[config.mk]
export PLATFORM = sky130hd
export DESIGN_NAME = channel_trigger_burst_control
export DESIGN_NICKNAME = d
export VERILOG_FILES = /design/src/channel_trigger_burst_control.v /design/src/trig_sync.v /design/src/trig_timer.v
export VERILOG_INCLUDE_DIRS = /design/src
export SDC_FILE = /design/constraint.sdc
export NUM_CORES = 1
export LEC_CHECK = 0
export BUFFER_PORTS_ARGS = -buffer_cell sky130_fd_sc_hd__buf_2
export CELL_PAD_IN_SITES_DETAIL_PLACEMENT = 0
export CELL_PAD_IN_SITES_GLOBAL_PLACEMENT = 1
export CORE_UTILIZATION = 45
export DETAILED_ROUTE_END_ITERATION = 10
export PLACE_DENSITY_LB_ADDON = 0.08
export SLEW_MARGIN = 20
export SYNTH_ARGS = -nofsm -noshare
export SYNTH_HDL_FRONTEND = slang
export SYNTH_HIERARCHICAL = 1
export SYNTH_SLANG_ARGS = --single-unit
[constraint.sdc]
create_clock -name clk -period 8.6 [get_ports clk]
set_input_delay 1.72 -clock clk [delete_from_list [all_inputs] [get_ports clk]]
set_output_delay 1.72 -clock clk [all_outputs]
set_load 0.01 [all_outputs]
[src/trig_burst_defines.vh]
// Constants for the channel trigger and burst controller
`ifndef TRIG_BURST_DEFINES_VH
`define TRIG_BURST_DEFINES_VH

// Operating modes
`define MODE_CONT 3'h0
`define MODE_TRIG 3'h1
`define MODE_GATED 3'h2
`define MODE_SWEEP_CONT 3'h3
`define MODE_SWEEP_TRIG 3'h4
`define MODE_SWEEP_HOLD 3'h5

// Trigger sources
`define SRC_SYSTEM 3'h0
`define SRC_MASTER 3'h1
`define SRC_INTERNAL 3'h2
`define SRC_EXTERNAL 3'h3
`define SRC_CH2 3'h4
`define SRC_CH3 3'h5
`define SRC_CH4 3'h6
`define SRC_PREV 3'h7

// Function classes
`define FUNC_STANDARD 2'h0
`define FUNC_ZEROLESS 2'h1
`define FUNC_WAVEFORM 2'h2
`define FUNC_SEQUENCE 2'h3

// Burst counts
`define COUNT_W 20
`define COUNT_MIN 20'h0_0001
`define COUNT_MAX 20'hF_FFFF
`define COUNT_SEQ_MAX 20'h8_0000

// Sync marker width in points and end offset
`define FIRST_POINTS 24'h00_0004
`define END_OFFSET 24'h00_0008
`define ADDR_W 24

// Internal trigger timer
`define CLK_PERIOD_NS 8
`define TRIG_STEP_NS 200
`define STEP_CYCLES ((`TRIG_STEP_NS + `CLK_PERIOD_NS - 1) / `CLK_PERIOD_NS)
`define PERIOD_W 36
`define PERIOD_MIN 36'h0_0000_0001
`define PERIOD_MAX 36'hB_A43B_7400

`endif

[src/channel_trigger_burst_control.v]
// Per-channel trigger, burst and sync marker controller
`timescale 1ns/100ps
`include "trig_burst_defines.vh"
module channel_trigger_burst_control #(
  parameter [1:0] CHANNEL_INDEX = 2'h0
) (
  // Clock and reset
  input wire clk,
  input wire rst_n,
  input wire ce,
  // Configuration
  input wire [2:0] mode,
  input wire [2:0] start_source,
  input wire [2:0] advance_source,
  input wire [1:0] func_class,
  input wire func_change,
  input wire [`COUNT_W-1:0] burst_count,
  input wire [`PERIOD_W-1:0] int_period_steps,
  input wire ext_polarity_pos,
  input wire [3:1] channel_installed,
  input wire output_on,
  input wire sync_set_on,
  input wire sync_set_off,
  // Asynchronous trigger pins
  input wire system_trigger,
  input wire manual_trigger_key,
  input wire ext_trigger,
  // Trigger inputs from other channels (same clock)
  input wire master_trigger_in,
  input wire ch2_trig_out,
  input wire ch3_trig_out,
  input wire ch4_trig_out,
  input wire prev_trig_out,
  // Playback engine status
  input wire [`ADDR_W-1:0] play_addr,
  input wire [`ADDR_W-1:0] last_active_addr,
  input wire cycle_end,
  input wire zero_cross,
  // Playback engine control
  output reg play_run,
  output reg play_restart,
  output reg advance_pulse,
  output reg sweep_step,
  output reg sweep_dir_up,
  // Trigger and marker outputs
  output reg master_trigger_out,
  output reg wave_complete,
  output reg count_complete,
  output reg sync_marker,
  output reg sync_enable,
  output reg burst_busy
);
  localparam [1:0] ST_IDLE = 2'h0;
  localparam [1:0] ST_RUN = 2'h1;
  localparam [1:0] ST_DRAIN = 2'h2;

  // Synchronised pins
  wire sys_lvl, sys_rise, sys_fall;
  wire man_lvl, man_rise, man_fall;
  wire ext_lvl, ext_rise, ext_fall;
  wire int_tick;

  trig_sync sync_sys (
    .clk(clk), .rst_n(rst_n), .ce(ce), .async_in(system_trigger),
    .level(sys_lvl), .rise(sys_rise), .fall(sys_fall));
  trig_sync sync_man (
    .clk(clk), .rst_n(rst_n), .ce(ce), .async_in(manual_trigger_key),
    .level(man_lvl), .rise(man_rise), .fall(man_fall));
  trig_sync sync_ext (
    .clk(clk), .rst_n(rst_n), .ce(ce), .async_in(ext_trigger),
    .level(ext_lvl), .rise(ext_rise), .fall(ext_fall));
  trig_timer timer (
    .clk(clk), .rst_n(rst_n), .ce(ce),
    .enable(CHANNEL_INDEX == 2'h0),
    .period_steps(int_period_steps),
    .tick(int_tick));

  // Same-clock partner edges
  reg [4:0] peer_last_reg;
  wire [4:0] peer_now;
  wire [4:0] peer_rise;
  assign peer_now = {prev_trig_out, ch4_trig_out, ch3_trig_out,
                     ch2_trig_out, master_trigger_in};
  assign peer_rise = peer_now & ~peer_last_reg;

  // Source selection, shared by start and advance
  function sel_event;
    input [2:0] src;
    begin
      case (src)
        `SRC_SYSTEM: sel_event = sys_rise | man_rise;
        `SRC_MASTER: sel_event = peer_rise[0];
        `SRC_INTERNAL: sel_event = int_tick;
        `SRC_EXTERNAL: sel_event = ext_polarity_pos ? ext_rise
                                                     : ext_fall;
        `SRC_CH2: sel_event = (CHANNEL_INDEX == 2'h0) &
                  channel_installed[1] & peer_rise[1];
        `SRC_CH3: sel_event = (CHANNEL_INDEX == 2'h0) &
                  channel_installed[2] & peer_rise[2];
        `SRC_CH4: sel_event = (CHANNEL_INDEX == 2'h0) &
                  channel_installed[3] & peer_rise[3];
        default: sel_event = (CHANNEL_INDEX != 2'h0) & peer_rise[4];
      endcase
    end
  endfunction

  // Gate level for gated mode
  function sel_level;
    input [2:0] src;
    begin
      case (src)
        `SRC_SYSTEM: sel_level = sys_lvl | man_lvl;
        `SRC_MASTER: sel_level = peer_now[0];
        `SRC_INTERNAL: sel_level = int_tick;
        `SRC_EXTERNAL: sel_level = ext_polarity_pos ? ext_lvl : ~ext_lvl;
        `SRC_CH2: sel_level = (CHANNEL_INDEX == 2'h0) &
                  channel_installed[1] & peer_now[1];
        `SRC_CH3: sel_level = (CHANNEL_INDEX == 2'h0) &
                  channel_installed[2] & peer_now[2];
        `SRC_CH4: sel_level = (CHANNEL_INDEX == 2'h0) &
                  channel_installed[3] & peer_now[3];
        default: sel_level = (CHANNEL_INDEX != 2'h0) & peer_now[4];
      endcase
    end
  endfunction

  wire start_evt;
  wire adv_evt;
  wire gate_lvl;
  assign start_evt = sel_event(start_source);
  assign adv_evt = sel_event(advance_source);
  assign gate_lvl = sel_level(start_source);

  // Effective burst count
  reg [`COUNT_W-1:0] count_eff;
  always @* begin
    count_eff = burst_count;
    if (count_eff < `COUNT_MIN)
      count_eff = `COUNT_MIN;
    if (func_class == `FUNC_SEQUENCE && count_eff > `COUNT_SEQ_MAX)
      count_eff = `COUNT_SEQ_MAX;
  end

  reg [1:0] state_reg, state_next;
  reg [`COUNT_W-1:0] cnt_reg, cnt_next;
  reg run_next;
  reg restart_next;
  reg done_next;
  reg busy_next;

  wire is_cont;
  wire is_trig;
  wire is_gated;
  assign is_cont = (mode == `MODE_CONT) | (mode == `MODE_SWEEP_CONT);
  assign is_trig = (mode == `MODE_TRIG);
  assign is_gated = (mode == `MODE_GATED);

  always @* begin
    state_next = state_reg;
    cnt_next = cnt_reg;
    run_next = 1'b0;
    restart_next = 1'b0;
    done_next = 1'b0;
    busy_next = 1'b0;
    case (state_reg)
      ST_IDLE: begin
        cnt_next = {`COUNT_W{1'b0}};
        if (is_cont) begin
          run_next = 1'b1;
        end else if (is_trig && start_evt) begin
          state_next = ST_RUN;
          cnt_next = count_eff;
          run_next = 1'b1;
          restart_next = 1'b1;
          busy_next = 1'b1;
        end else if (is_gated && gate_lvl) begin
          state_next = ST_RUN;
          run_next = 1'b1;
          restart_next = 1'b1;
          busy_next = 1'b1;
        end
      end
      ST_RUN: begin
        run_next = 1'b1;
        busy_next = 1'b1;
        // Start triggers during a burst are ignored
        state_next = ST_RUN;
        if (is_gated) begin
          if (!gate_lvl)
            state_next = ST_DRAIN;
        end else if (is_trig) begin
          if (cycle_end) begin
            if (cnt_reg <= `COUNT_MIN) begin
              state_next = ST_IDLE;
              run_next = 1'b0;
              busy_next = 1'b0;
              done_next = 1'b1;
            end else begin
              cnt_next = cnt_reg - `COUNT_MIN;
            end
          end
        end else begin
          state_next = ST_IDLE;
        end
      end
      ST_DRAIN: begin
        run_next = 1'b1;
        busy_next = 1'b1;
        if (cycle_end || !is_gated) begin
          state_next = ST_IDLE;
          run_next = 1'b0;
          busy_next = 1'b0;
        end
      end
      default: begin
        state_next = ST_IDLE;
      end
    endcase
  end

  // Sync marker position
  wire first_pts;
  wire at_first;
  reg marker_next;
  assign first_pts = (play_addr < `FIRST_POINTS);
  assign at_first = (func_class != `FUNC_STANDARD) | is_trig;
  always @* begin
    if (at_first)
      marker_next = first_pts;
    else
      marker_next = zero_cross;
  end

  reg output_on_last_reg;
  wire sweep_trig_evt;
  assign sweep_trig_evt = start_evt &
    ((mode == `MODE_SWEEP_TRIG) | (mode == `MODE_SWEEP_HOLD));

  always @(posedge clk) begin
    if (!rst_n) begin
      state_reg <= ST_IDLE;
      cnt_reg <= {`COUNT_W{1'b0}};
      peer_last_reg <= 5'h00;
      output_on_last_reg <= 1'b0;
      play_run <= 1'b0;
      play_restart <= 1'b0;
      advance_pulse <= 1'b0;
      sweep_step <= 1'b0;
      sweep_dir_up <= 1'b1;
      master_trigger_out <= 1'b0;
      wave_complete <= 1'b0;
      count_complete <= 1'b0;
      sync_marker <= 1'b0;
      sync_enable <= 1'b0;
      burst_busy <= 1'b0;
    end else if (ce) begin
      state_reg <= state_next;
      cnt_reg <= cnt_next;
      peer_last_reg <= peer_now;
      output_on_last_reg <= output_on;
      play_run <= run_next;
      // New function other than a sequence restarts running playback at once
      play_restart <= restart_next |
        (func_change & run_next & (func_class != `FUNC_SEQUENCE));
      advance_pulse <= adv_evt & (func_class == `FUNC_SEQUENCE);
      master_trigger_out <= (CHANNEL_INDEX == 2'h0) & int_tick;
      wave_complete <= (func_class[1]) &
        (play_addr == last_active_addr - `END_OFFSET);
      count_complete <= done_next;
      burst_busy <= busy_next;
      sync_marker <= sync_enable & marker_next & run_next;
      // Count ignored in sweep modes; each start trigger steps the sweep in triggered and hold sweep modes only
      sweep_step <= sweep_trig_evt;
      if (sweep_trig_evt && mode == `MODE_SWEEP_HOLD)
        sweep_dir_up <= ~sweep_dir_up;
      else if (mode != `MODE_SWEEP_HOLD)
        sweep_dir_up <= 1'b1;
      if (sync_set_off)
        sync_enable <= 1'b0;
      else if (sync_set_on || (output_on && !output_on_last_reg))
        sync_enable <= 1'b1;
    end
  end
endmodule

[src/trig_sync.v]
// Two-stage synchroniser with edge detection
`timescale 1ns/100ps
module trig_sync (
  // Clock and reset
  input wire clk,
  input wire rst_n,
  input wire ce,
  // Signal
  input wire async_in,
  output reg level,
  output wire rise,
  output wire fall
);
  reg meta_reg;
  reg last_reg;

  always @(posedge clk) begin
    if (!rst_n) begin
      meta_reg <= 1'b0;
      level <= 1'b0;
      last_reg <= 1'b0;
    end else if (ce) begin
      meta_reg <= async_in;
      level <= meta_reg;
      last_reg <= level;
    end
  end

  assign rise = level & ~last_reg;
  assign fall = ~level & last_reg;
endmodule

[src/trig_timer.v]
// Internal trigger generator with a 200 ns step
`timescale 1ns/100ps
`include "trig_burst_defines.vh"
module trig_timer (
  // Clock and reset
  input wire clk,
  input wire rst_n,
  input wire ce,
  // Control
  input wire enable,
  input wire [`PERIOD_W-1:0] period_steps,
  // Output
  output reg tick
);
  localparam [31:0] STEP_LAST_W = `STEP_CYCLES - 1;
  localparam [7:0] STEP_LAST = STEP_LAST_W[7:0];
  reg [7:0] pre_reg;
  reg [`PERIOD_W-1:0] step_reg;
  wire [`PERIOD_W-1:0] period_lim;

  // Clamp to the 200 ns .. 10,000 s range
  assign period_lim = (period_steps < `PERIOD_MIN) ? `PERIOD_MIN :
                      (period_steps > `PERIOD_MAX) ? `PERIOD_MAX :
                      period_steps;

  always @(posedge clk) begin
    if (!rst_n) begin
      pre_reg <= 8'h00;
      step_reg <= {`PERIOD_W{1'b0}};
      tick <= 1'b0;
    end else if (ce) begin
      tick <= 1'b0;
      if (!enable) begin
        pre_reg <= 8'h00;
        step_reg <= {`PERIOD_W{1'b0}};
      end else if (pre_reg == STEP_LAST) begin
        pre_reg <= 8'h00;
        if (step_reg >= period_lim - `PERIOD_MIN) begin
          step_reg <= {`PERIOD_W{1'b0}};
          tick <= 1'b1;
        end else begin
          step_reg <= step_reg + `PERIOD_MIN;
        end
      end else begin
        pre_reg <= pre_reg + 8'h01;
      end
    end
  end
endmodule

### Word level (Yosys, flattened, before mapping)

Cells that the tools add are included.

| cells by class | value |
|---|---|
| add/subtract/negate cells | 5 |
| $lt $le $gt $ge | 7 |
| equality and inequality tests | 31 |
| multiplexer cells | 52 |
| bitwise gates (word level) | 30 |
| reductions and logical operators | 22 |

Operators by type and width:

| cell | count |
|---|---|
| two-way mux 20 bit | 8 |
| two-way mux 36 bit | 3 |
| one-hot mux 20 bit (2 select lines) | 1 |
| adder 36 x 1 -> 36 bit (second input constant) | 1 |
| >= comparator 36 bit | 1 |
| greater-than comparator 36 bit (second input constant) | 1 |
| < comparator 36 x 1 -> 1 bit (second input constant) | 1 |
| subtractor 36 x 1 -> 36 bit (second input constant) | 1 |
| two-way mux 1 bit | 26 |
| == test 24 bit | 1 |
| == test 3 bit (second input constant) | 8 |
| < comparator 24 x 3 -> 1 bit (second input constant) | 1 |
| subtractor 24 x 4 -> 24 bit (second input constant) | 1 |
| one-hot mux 1 bit (7 select lines) | 3 |
| greater-than comparator 20 bit (second input constant) | 1 |
| <= comparator 20 x 1 -> 1 bit (second input constant) | 1 |
| < comparator 20 x 1 -> 1 bit (second input constant) | 1 |
| subtractor 20 x 1 -> 20 bit (second input constant) | 1 |
| == test 3 x 2 -> 1 bit (second input constant) | 6 |
| AND 1 bit | 17 |
| two-way mux 2 bit | 7 |
| != test 2 bit (second input constant) | 7 |
| == test 3 x 1 -> 1 bit (second input constant) | 3 |
| logical NOT 3 bit | 3 |
| 20 further kinds | 43 |

| word-level totals | value |
|---|---|
| bits in registers | 92 |
| word-level logic and storage cells | 174 |

### Logic depth before layout (Yosys ltp)

Gate-level depths: netlist (run 1).

| depth | value |
|---|---|
| depth after elaboration | 11 |
| depth in mapped cells | 23 |

### Modules after synthesis

Netlist (run 1), hierarchy kept.

By module, submodules not included:

| module | instances | cells an instance | area each (µm²) | sequential area each (µm²) |
|---|---|---|---|---|
| trig_timer | 1 | 575 | 4260.3 | 900.9 |
| channel_trigger_burst_control | 1 | 442 | 3286.9 | 760.7 |
| trig_sync | 3 | 11 | 121.4 | 60.1 |

### Least setup slack after synthesis (run 1)

OpenSTA, ideal clock, no wires.

| timing path | value |
|---|---|
| kind | in2reg |
| start point | input port int_period_steps[21] |
| end point | register timer.step_reg[29] |
| setup time | 0.132 ns |
| arrival time | 5.872 ns |
| data required time | 8.468 ns |
| setup slack | 2.596 ns |
| cell stages on the path | 22 |
| buffers on the path | 4 |
| cells stage by stage | clkbuf_2 -> nand3_1 -> nor4_1 -> o2111ai_1 -> a21oi_1 -> clkbuf_1 -> clkbuf_1 -> nand2b_1 -> ha_1 -> nand2b_1 -> nor3_1 -> nand3_1 -> or4_1 -> xnor2_1 -> nand2b_1 -> ha_1 -> nand4_1 -> or4_1 -> a221o_1 -> nand3_1 -> clkbuf_1 -> o22ai_1 |

| on the way | value |
|---|---|
| longest elaborated chain between the ends | 6 |

RTL lines:

| item | line | text |
|---|---|---|
| from (decl) | channel_trigger_burst_control.v:18 | `` input wire [`PERIOD_W-1:0] int_period_steps, `` |
| greater-than comparator 36 bit (no source line) | - |  |
| two-way mux 36 bit | trig_timer.v:23 | `` (period_steps > `PERIOD_MAX) ? `PERIOD_MAX : `` |
| two-way mux 36 bit (*) | trig_timer.v:22 | `` assign period_lim = (period_steps < `PERIOD_MIN) ? `PERIOD_MIN : `` |
| subtractor 36 x 1 -> 36 bit (no source line) (*) | - |  |
| >= comparator 36 bit (no source line) (*) | - |  |
| two-way mux 36 bit (*) | trig_timer.v:38 | `` if (step_reg >= period_lim - `PERIOD_MIN) begin `` |
| to (signal assigned) | trig_timer.v:29 | `` step_reg <= {`PERIOD_W{1'b0}}; `` |
| to (signal assigned) | trig_timer.v:39 | `` step_reg <= {`PERIOD_W{1'b0}}; `` |
| to (signal assigned) | trig_timer.v:42 | `` step_reg <= step_reg + `PERIOD_MIN; `` |
| to (decl) | trig_timer.v:18 | `` reg [`PERIOD_W-1:0] step_reg; `` |

Every way passes the cells marked *; elsewhere a longest branch is shown, timed or not.
A chain may end at the register's enable or synchronous reset.

### Worst setup path in the final report (run 1)

| timing path | value |
|---|---|
| start point | input port int_period_steps[31] |
| end point | register timer.step_reg[13] |

The elaborated chain is that of the path after synthesis.

==> results of run 1 <==
==> per-layer routing <==
metal | up-vias | GRT usage
met5 | - | 0
met4 | 0 | 0.08365
met3 | 32 | 0.03716
met2 | 179 | 0.4332
met1 | 3842 | 0.3179
li1 | 4192 | -
==> worst register-to-register path, stage by stage (launching register included) <==
cell and delay [ps]:
dfxtp_1 420, inv_1 70, ha_1 280, nand2b_1 140, a2111o_1 410, a311oi_1 360
a221o_1 850, nand3_1 610, o21ai_0 310
==> power by group through the flow <==
stage / registers [mW] / clock network [mW] / logic [mW]
floorplan: 0.449 / 0 / 0.123
global placement: 0.450 / 0 / 0.207
detailed placement: 0.450 / 0 / 0.209
CTS: 0.441 / 0.410 / 0.210
global route: 0.442 / 0.425 / 0.234
finish: 0.441 / 0.402 / 0.209
==> how the worst max path moves through the flow <==
stage	startpoint	endpoint	slack, ps
final	int_period_steps[31]	timer/step_reg[13]$_SDFFE_PN0P_	1340
after global routing	int_period_steps[31]	timer/step_reg[13]$_SDFFE_PN0P_	850
after CTS	int_period_steps[31]	timer/step_reg[13]$_SDFFE_PN0P_	1390
after detailed placement	int_period_steps[31]	timer/step_reg[13]$_SDFFE_PN0P_	1030
after global placement	int_period_steps[31]	timer/step_reg[3]$_SDFFE_PN0P_	1090
after floorplan	int_period_steps[21]	timer/step_reg[29]$_SDFFE_PN0P_	2600
==> stage by stage <==
stage	setup slack (ps)	utilization	hold WS [ps]	power, mW	cell area, um2
floorplan	2596	-	451.1	0.5720	7910
global placement	1089	0.5110	432.6	0.6573	8808
detailed placement	1030	0.5110	451.0	0.6590	8808
CTS	1390	0.5277	467.2	1.060	9096
global route	854.7	0.5278	490.7	1.100	9097
finish	1341	0.5278	460.6	1.052	9097
==> layout make-up <==
class                   instances  area [um2]  area share
clock buffers                  13       240.2     0.02641
clock inverters                 3       47.55    0.005226
inverters                      22       82.58    0.009077
multi-input cells             897        5833      0.6412
flip-flops and latches         92        1842      0.2024
well taps                     225       281.5     0.03094
repair buffers                151       770.7     0.08472
==> results.ini, run 1 <==
[worst_setup_path]
path_class = in2reg
timing.rr.end = timer/step_reg[0]$_SDFFE_PN0P_
crit_slowest_cell = a221o_1
max_stage_delay_ps = 640
crit_path_start_kind = input port
critPathTopFamily = simple AND/OR/NAND/NOR gates
worstPathCellList = buf_2 > nand4_1 > nor4_1 > o2111ai_1 > a21oi_2 > buf_4 > nor2b_1 > a41oi_1 > ha_1 > nand2b_1 > nor3_1 > nand3_1 > or4_1 > xnor2_1 > nand2b_1 > ha_1 > nand4_1 > or4_1 > a221o_1 > nand3_1 > o21ai_0
cp.required_ps = 8820
rrSetupSlack_ps = 5050
reg2reg_from = timer/step_reg[0]$_SDFFE_PN0P_
reg2reg_depth = 8
worst_setup_path_end_kind = flip-flop
crit_fanout = 38
cp_num_cells = 21
critPathArrivalTime_ps = 7480
cp_num_buf_inv = 2

[power]
leakage_nw = 3.589
cellPowerDensity_nw_per_um2 = 115.6
pwr-share-seq = 0.419
switching_power_mw = 0.3052
power.share.switching = 0.2902
vdd.ir_drop.worst_mv = 0.1082
intPower_mw = 0.7465
clkPwrFrac = 0.382
comb_power_share = 0.199

[run_status]
status = complete, no violations

[sta]
post-route-min-period_ps = 7259
fmax_mhz = 137.8
skew_ps = 15.38
rsz0062_at_grt = no
setup_tns_ps = 0
worstMarginPinSlew_ps = 947.1
slew_violations = 0
finalCritPeriodShare = 0.8441
setup_viol = 0
final_hold_viol_count = 0
relSlewSlack = 0.3686

[clocking]
cts_tree = done
ctsLongestPathBuffers = 2
numClockSinks = 92
cts_buffers = 9
cts_root_buf = clkbuf_16
postCtsSetupBuffers = 0
clk_pin_slew_ps = 70
htreeDepth = 3
clk_latency_ps = 360
hold_buffers = 0
post_cts_resized = 0

[finish]
nFillCells = 1748
area_growth_pct = 15.18
final_cells = 1403
largest_reg_flops = 36
most-common-layout-cells = buf_2 (145), nand2_1 (116), nor2_1 (94)
antenna_cells = 0
layout_commonest_cell = buf_2
drive_above_1_share = 0.1621
nNetsFinal = 1352

[detailed_routing]
remaining_drc_errors = 0
wl_per_cell_um = 16.20
dr_wl_met2_um = 10990
routed.top_layer = met4
drtPass1Iterations = 5
wl_met3_um = 939
ant_nets = 0
drt_iter0_drc = 573
finalWirelength_um = 22730
met1Wirelength_um = 10400
routed_via_density = 5.877
vias = 8245

[floorplanning]
core_um2 = 17240
die_x_um = 134.5
die_area_um2 = 18090
initial_core_util = 0.4583
die_h_um = 134.5
rows = 48
num_io_pins = 147

[placed_design]
dp.cells = 1387
portBuffers = 145
hpwl_um = 17220
gp_congestion = 0.8760

[synth]
ys_warn_count = 6
synth_cells = 1048
syn_area_um2 = 7899
avgSynthCellArea_um2 = 7.537

[global_route]
grt_max_degree = 44
gr-total-overflow = 0
grtUsageTotal = 0.2505
grt_pass1_vias = 7431
antenna_found_initial = 0
grt_pass1_wl_um = 36580

[worst_hold_path]
worstHoldPathCells = 2
hold_path.class = reg2reg
whs_endpoint = wave_complete$_SDFFE_PN0P_
holdCritStartpoint = wave_complete$_SDFFE_PN0P_

[run]
cap_violations = 0

Power figures use the tool's default switching activity.
==> inputs of run 2 (changes only) <==
- CORE_UTILIZATION: 45 -> 37
- clock period: 8.6 -> 6.1 ns (I/O delays scaled with it)
==> run 2 against run 1 <==
Against the previous run:
- sequential share of layout area decreased by 0.35 points
- die area increased by 21%
- sequential cell count unchanged
- largest power group unchanged
==> results.ini, run 2 (synthesis gave the netlist of run 1 again) <==
[detailed_routing]
wl_per_cell_um = 16.46  ; +1.6%
ant_nets = 0  ; unchanged
remaining_drc_errors = 0  ; unchanged
routed_via_density = 5.634  ; -4.1%
drtPass1Iterations = 6  ; +1
finalWirelength_um = 24030  ; +5.7%
drt_iter0_drc = 426  ; -26%
vias = 8225  ; -0.24%

[worst_setup_path]
path_class = in2reg
cp.required_ps = 6340  ; -2480 ps
worst_setup_path_end_kind = flip-flop
crit_path_start_kind = input port
critPathArrivalTime_ps = 5900  ; -1580 ps
crit_fanout = 12  ; -68%

[sta]
timing.hold.ws_ps = 450.8  ; -9.783 ps
skew_ps = 8.434  ; -6.943 ps
setup_tns_ps = 0  ; unchanged
relSlewSlack = 0.4182  ; +0.04962
setup_viol = 0  ; unchanged
finalCritPeriodShare = 0.9287
post-route-min-period_ps = 5665
fmax_mhz = 176.5
final_hold_viol_count = 0  ; unchanged
worstMarginPinSlew_ps = 864.7  ; -82.40 ps
slew_violations = 0  ; unchanged

[clocking]
clk_latency_ps = 360  ; about the same
cts_root_buf = clkbuf_16
postCtsSetupBuffers = 0  ; unchanged
ctsLongestPathBuffers = 2  ; unchanged
cts_buffers = 9  ; unchanged
htreeDepth = 3  ; unchanged
numClockSinks = 92  ; unchanged
post_cts_resized = 0  ; unchanged
clk_pin_slew_ps = 70  ; about the same
cts_tree = done
hold_buffers = 0  ; unchanged

[finish]
finalCoreUtilization = 0.4417  ; -0.08608
drive_above_1_share = 0.1738  ; +0.01170
fin_area_um2 = 9256  ; +1.7%
antenna_cells = 0  ; unchanged
final_cells = 1460  ; +4.1%
area_growth_pct = 17.19
largest_reg_flops = 36  ; unchanged
layout_commonest_cell = buf_2
nNetsFinal = 1359  ; +0.52%
most-common-layout-cells = buf_2 (145), nand2_1 (116), nor2_1 (93)

[floorplanning]
rows = 53  ; +10%
die_x_um = 148.1  ; +10%
core_um2 = 20960  ; +22%
num_io_pins = 147  ; unchanged
initial_core_util = 0.3769  ; -0.08132
die_area_um2 = 21940  ; +21%
die_h_um = 148.1  ; +10%

[global_route]
grt_pass1_vias = 7690  ; +3.5%
grt_pass1_wl_um = 39240  ; +7.3%
antenna_found_initial = 0  ; unchanged
grt_max_degree = 37  ; -16%
gr-total-overflow = 0  ; unchanged
grtUsageTotal = 0.2217  ; -0.02877

[power]
leakage_nw = 3.634  ; +1.2%
vdd.ir_drop.worst_mv = 0.1480  ; +37%
cellPowerDensity_nw_per_um2 = 160.2  ; +39%

[placed_design]
dp.cells = 1444  ; +4.1%
hpwl_um = 18420  ; +7.0%
place_area_um2 = 8936  ; +1.4%
portBuffers = 145  ; unchanged
gp_congestion = 0.8647  ; -1.3%

[run]
cap_violations = 0  ; unchanged

[worst_hold_path]
hold_path.class = reg2reg

[run_status]
status = complete, no violations

==> run 2: cell types whose count changed in the layout (fill, tap and decap cells not counted), moves of 2 or more <==
cell,change
buf_4,+6
clkbuf_1,-3
clkbuf_8,+2
inv_6,+2
nor4_1,-3
nor4_2,+3
==> run 2: worst max-delay path, cell delays in order <==
cell and delay [ps]:
buf_2 140, nand4_1 150, nor4_2 340, o2111ai_1 180, a21oi_2 240, nor2b_1 70, a41oi_1 240, ha_1 220
nand2b_1 130, nor3_1 290, nand4_1 280, nor3_1 240, xor2_1 240, nand2b_1 100, ha_1 300, nand4_1 130
or4_1 510, a221o_1 410, nand3_1 220, buf_12 150, o21ai_0 90
==> run 2: cell type report <==
class                   count  area (um2)
repair buffers            158       835.8
multi-input cells         897        5864
fillers                  2243       11700
clock inverters             4       31.28
well taps                 275       344.1
flip-flops and latches     92        1842
inverters                  22       82.58
clock buffers              12       256.5
==> run 2: metrics by stage <==
stage / power (mW) / worst slack, ps
floorplan: 0.8064 / 595.9
global placement: 0.9352 / 50.96
detailed placement: 0.9358 / 17.50
CTS: 1.499 / 379.7
global route: 1.559 / -75.89
finish: 1.483 / 435.1
==> run 2: layer usage <==
metal | track usage | wire (um) | part of all wire | vias up
met3 | 0.03190 | 1056 | 0.044 | 17
li1 | - | - | - | 4192
met2 | 0.3775 | 11560 | 0.48 | 170
met5 | 0 | 0 | 0 | -
met4 | 0.05309 | 300 | 0.012 | 0
met1 | 0.2935 | 11110 | 0.46 | 3846
==> run 2: power by group <==
group	switching [mW]	internal, mW
clock network	0.256	0.302
registers	0.0100	0.611
logic	0.180	0.123
total	0.446	1.04
==> run 2: worst paths after layout <==
kind                                                      from                              end  slack, ps  cells after the start
worst min-delay path                wave_complete$_SDFFE_PN0P_       wave_complete$_SDFFE_PN0P_        450                      2
worst min register to register      wave_complete$_SDFFE_PN0P_       wave_complete$_SDFFE_PN0P_        450                      2
worst max register to register  timer/step_reg[0]$_SDFFE_PN0P_  timer/step_reg[19]$_SDFFE_PN0P_       3320                      9
worst max-delay path                      int_period_steps[31]  timer/step_reg[19]$_SDFFE_PN0P_        440                     21
==> inputs of run 3 (changes only) <==
- GPL_ROUTABILITY_DRIVEN: default -> 0
- MAX_ROUTING_LAYER: default -> met4
==> run 3 against run 2 <==
Against the previous run:
- register-to-register slack about the same
- hold slack about the same
- via count about the same
- final cell count unchanged
- sequential share of layout area unchanged
- combinational power about the same
- highest routed layer unchanged
- sequential power about the same
==> results.ini, run 3 (synthesis gave the netlist of run 1 again) <==
[finish]
multi_input_area_um2 = 5864  ; unchanged
area_growth_pct = 17.19  ; unchanged
nNetsFinal = 1359  ; unchanged
nFillCells = 2243  ; unchanged
most-common-layout-cells = buf_2 (145), nand2_1 (116), nor2_1 (93)
antenna_cells = 0  ; unchanged
ff_latch_area_um2 = 1842  ; unchanged
layout_commonest_cell = buf_2
largest_reg_flops = 36  ; unchanged
drive_above_1_share = 0.1738  ; unchanged

[worst_setup_path]
critPathArrivalTime_ps = 5890  ; about the same
reg2reg_from = timer/step_reg[0]$_SDFFE_PN0P_
worst_setup_path_end_kind = flip-flop
reg2reg_depth = 9  ; unchanged
crit_fanout = 12  ; unchanged
timing.rr.end = timer/step_reg[20]$_SDFFE_PN0P_
rrSetupSlack_ps = 3310  ; about the same
cp.required_ps = 6330  ; about the same
path_class = in2reg
crit_path_start_kind = input port

[clocking]
clk_pin_slew_ps = 70  ; about the same
htreeDepth = 3  ; unchanged
numClockSinks = 92  ; unchanged
ctsLongestPathBuffers = 2  ; unchanged
clk_latency_ps = 360  ; about the same
cts_root_buf = clkbuf_16
hold_buffers = 0  ; unchanged
cts_tree = done
cts_buffers = 9  ; unchanged

[global_route]
gr-usage-met2 = 0.3784  ; +0.0009390
gr-total-overflow = 0  ; unchanged
grtUsageMet1 = 0.2928  ; -0.0007560
top_usage_layer = met2
antenna_found_initial = 0  ; unchanged
grt_pass1_vias = 7696  ; +0.078%
gr-usage-met3 = 0.03374  ; +0.001840
grtUsageTotal = 0.2283  ; +0.006613
grt_pass1_wl_um = 39230  ; about the same
grt_max_degree = 37  ; unchanged

[floorplanning]
core_um2 = 20960  ; unchanged
die_h_um = 148.1  ; unchanged
initial_core_util = 0.3769  ; unchanged
die_area_um2 = 21940  ; unchanged
num_io_pins = 147  ; unchanged
die_x_um = 148.1  ; unchanged
rows = 53  ; unchanged

[placed_design]
portBuffers = 145  ; unchanged
dp_slack_ps = 17.50  ; unchanged
hpwl_um = 18420  ; unchanged

[power]
vdd.ir_drop.worst_mv = 0.1487  ; +0.48%
cellPowerDensity_nw_per_um2 = 160.1  ; about the same
leakage_nw = 3.634  ; unchanged

[run]
cap_violations = 0  ; unchanged

[sta]
skew_ps = 8.269  ; -0.1651 ps
worstMarginPinSlew_ps = 864.7  ; unchanged
slew_violations = 0  ; unchanged
timing.hold.ws_ps = 450.7  ; -0.05700 ps
fmax_mhz = 176.8  ; +0.16%
post-route-min-period_ps = 5656  ; -9.256 ps
final_hold_viol_count = 0  ; unchanged
setup_viol = 0  ; unchanged
relSlewSlack = 0.4182  ; unchanged
finalCritPeriodShare = 0.9271  ; -0.001517
setup_ws_ps = 444.4  ; +9.256 ps

[run_status]
status = complete, no violations

[detailed_routing]
wl_per_cell_um = 16.46  ; about the same
ant_nets = 0  ; unchanged
finalWirelength_um = 24030  ; about the same
vias = 8233  ; +0.097%
drtPass1Iterations = 7  ; +1
routed_via_density = 5.639  ; about the same
remaining_drc_errors = 0  ; unchanged
drt_iter0_drc = 434  ; +1.9%

[worst_hold_path]
worstHoldPathCells = 2  ; unchanged
hold_path.class = reg2reg
whs_endpoint = wave_complete$_SDFFE_PN0P_
holdCritStartpoint = wave_complete$_SDFFE_PN0P_

-- run 3: layer usage --
metal / vias up / routed length, um
li1: 4200 / -
met1: 3863 / 11160
met2: 153 / 11570
met3: 17 / 1006
met4: 0 / 289
met5: - / 0
-- run 3: area by class of cell --
cell class | count | area share
sequential | 92 | 0.1990
inverter | 22 | 0.008921
clock buffer | 12 | 0.02771
timing repair buffer | 158 | 0.09029
tap | 275 | 0.03717
multi-input combinational | 897 | 0.6335
clock inverter | 4 | 0.003379
-- run 3: worst max path at each step --
stage                     slack (ps)                               to            startpoint  depth (start not counted)
after global placement            50   timer/step_reg[8]$_SDFFE_PN0P_  int_period_steps[31]                         20
after global routing             -80   timer/step_reg[6]$_SDFFE_PN0P_  int_period_steps[31]                         22
final                            440  timer/step_reg[20]$_SDFFE_PN0P_  int_period_steps[31]                         21
after CTS                        380   timer/step_reg[6]$_SDFFE_PN0P_  int_period_steps[31]                         20
after detailed placement          20   timer/step_reg[6]$_SDFFE_PN0P_  int_period_steps[31]                         20
after floorplan                  600  timer/step_reg[29]$_SDFFE_PN0P_  int_period_steps[21]                         22
-- run 3: worst max-delay path, cell delays in order --
cell	delay (ps)
buf_2	140
nand4_1	150
nor4_2	340
o2111ai_1	180
a21oi_2	230
nor2b_1	70
a41oi_1	230
ha_1	220
nand2b_1	130
nor3_1	280
nand4_1	280
nor3_1	240
xor2_1	240
nand2b_1	100
ha_1	300
nand4_1	130
or4_1	510
a221o_1	410
nand3_1	220
buf_12	160
o21ai_0	90
-- run 3: repair_timing --
action	in CTS	in global routing
endpoints found under the setup margin	0	28
hold endpoints to repair	0	0
resized for setup	0	5
setup buffers	0	0
-- run 3: power breakdown --
part           internal, mW  switching [mW]  leakage (nW)
sequential            0.611         0.00996         0.745
combinational         0.123           0.180          2.74
clock                 0.302           0.256         0.144
-- run 3: per-stage QoR --
step	util	std cells	setup TNS [ps]	instance area [um2]	power, mW
3_5_place_dp	0.4264	1444	0	8936	0.9358
4_1_cts	0.4402	1460	0	9224	1.499
5_1_grt	0.4417	1460	-167.7	9256	1.559
6_report	0.4417	1460	0	9256	1.482
2_1_floorplan	-	1051	0	7910	0.8064
3_3_place_gp	0.4264	1444	0	8936	0.9352
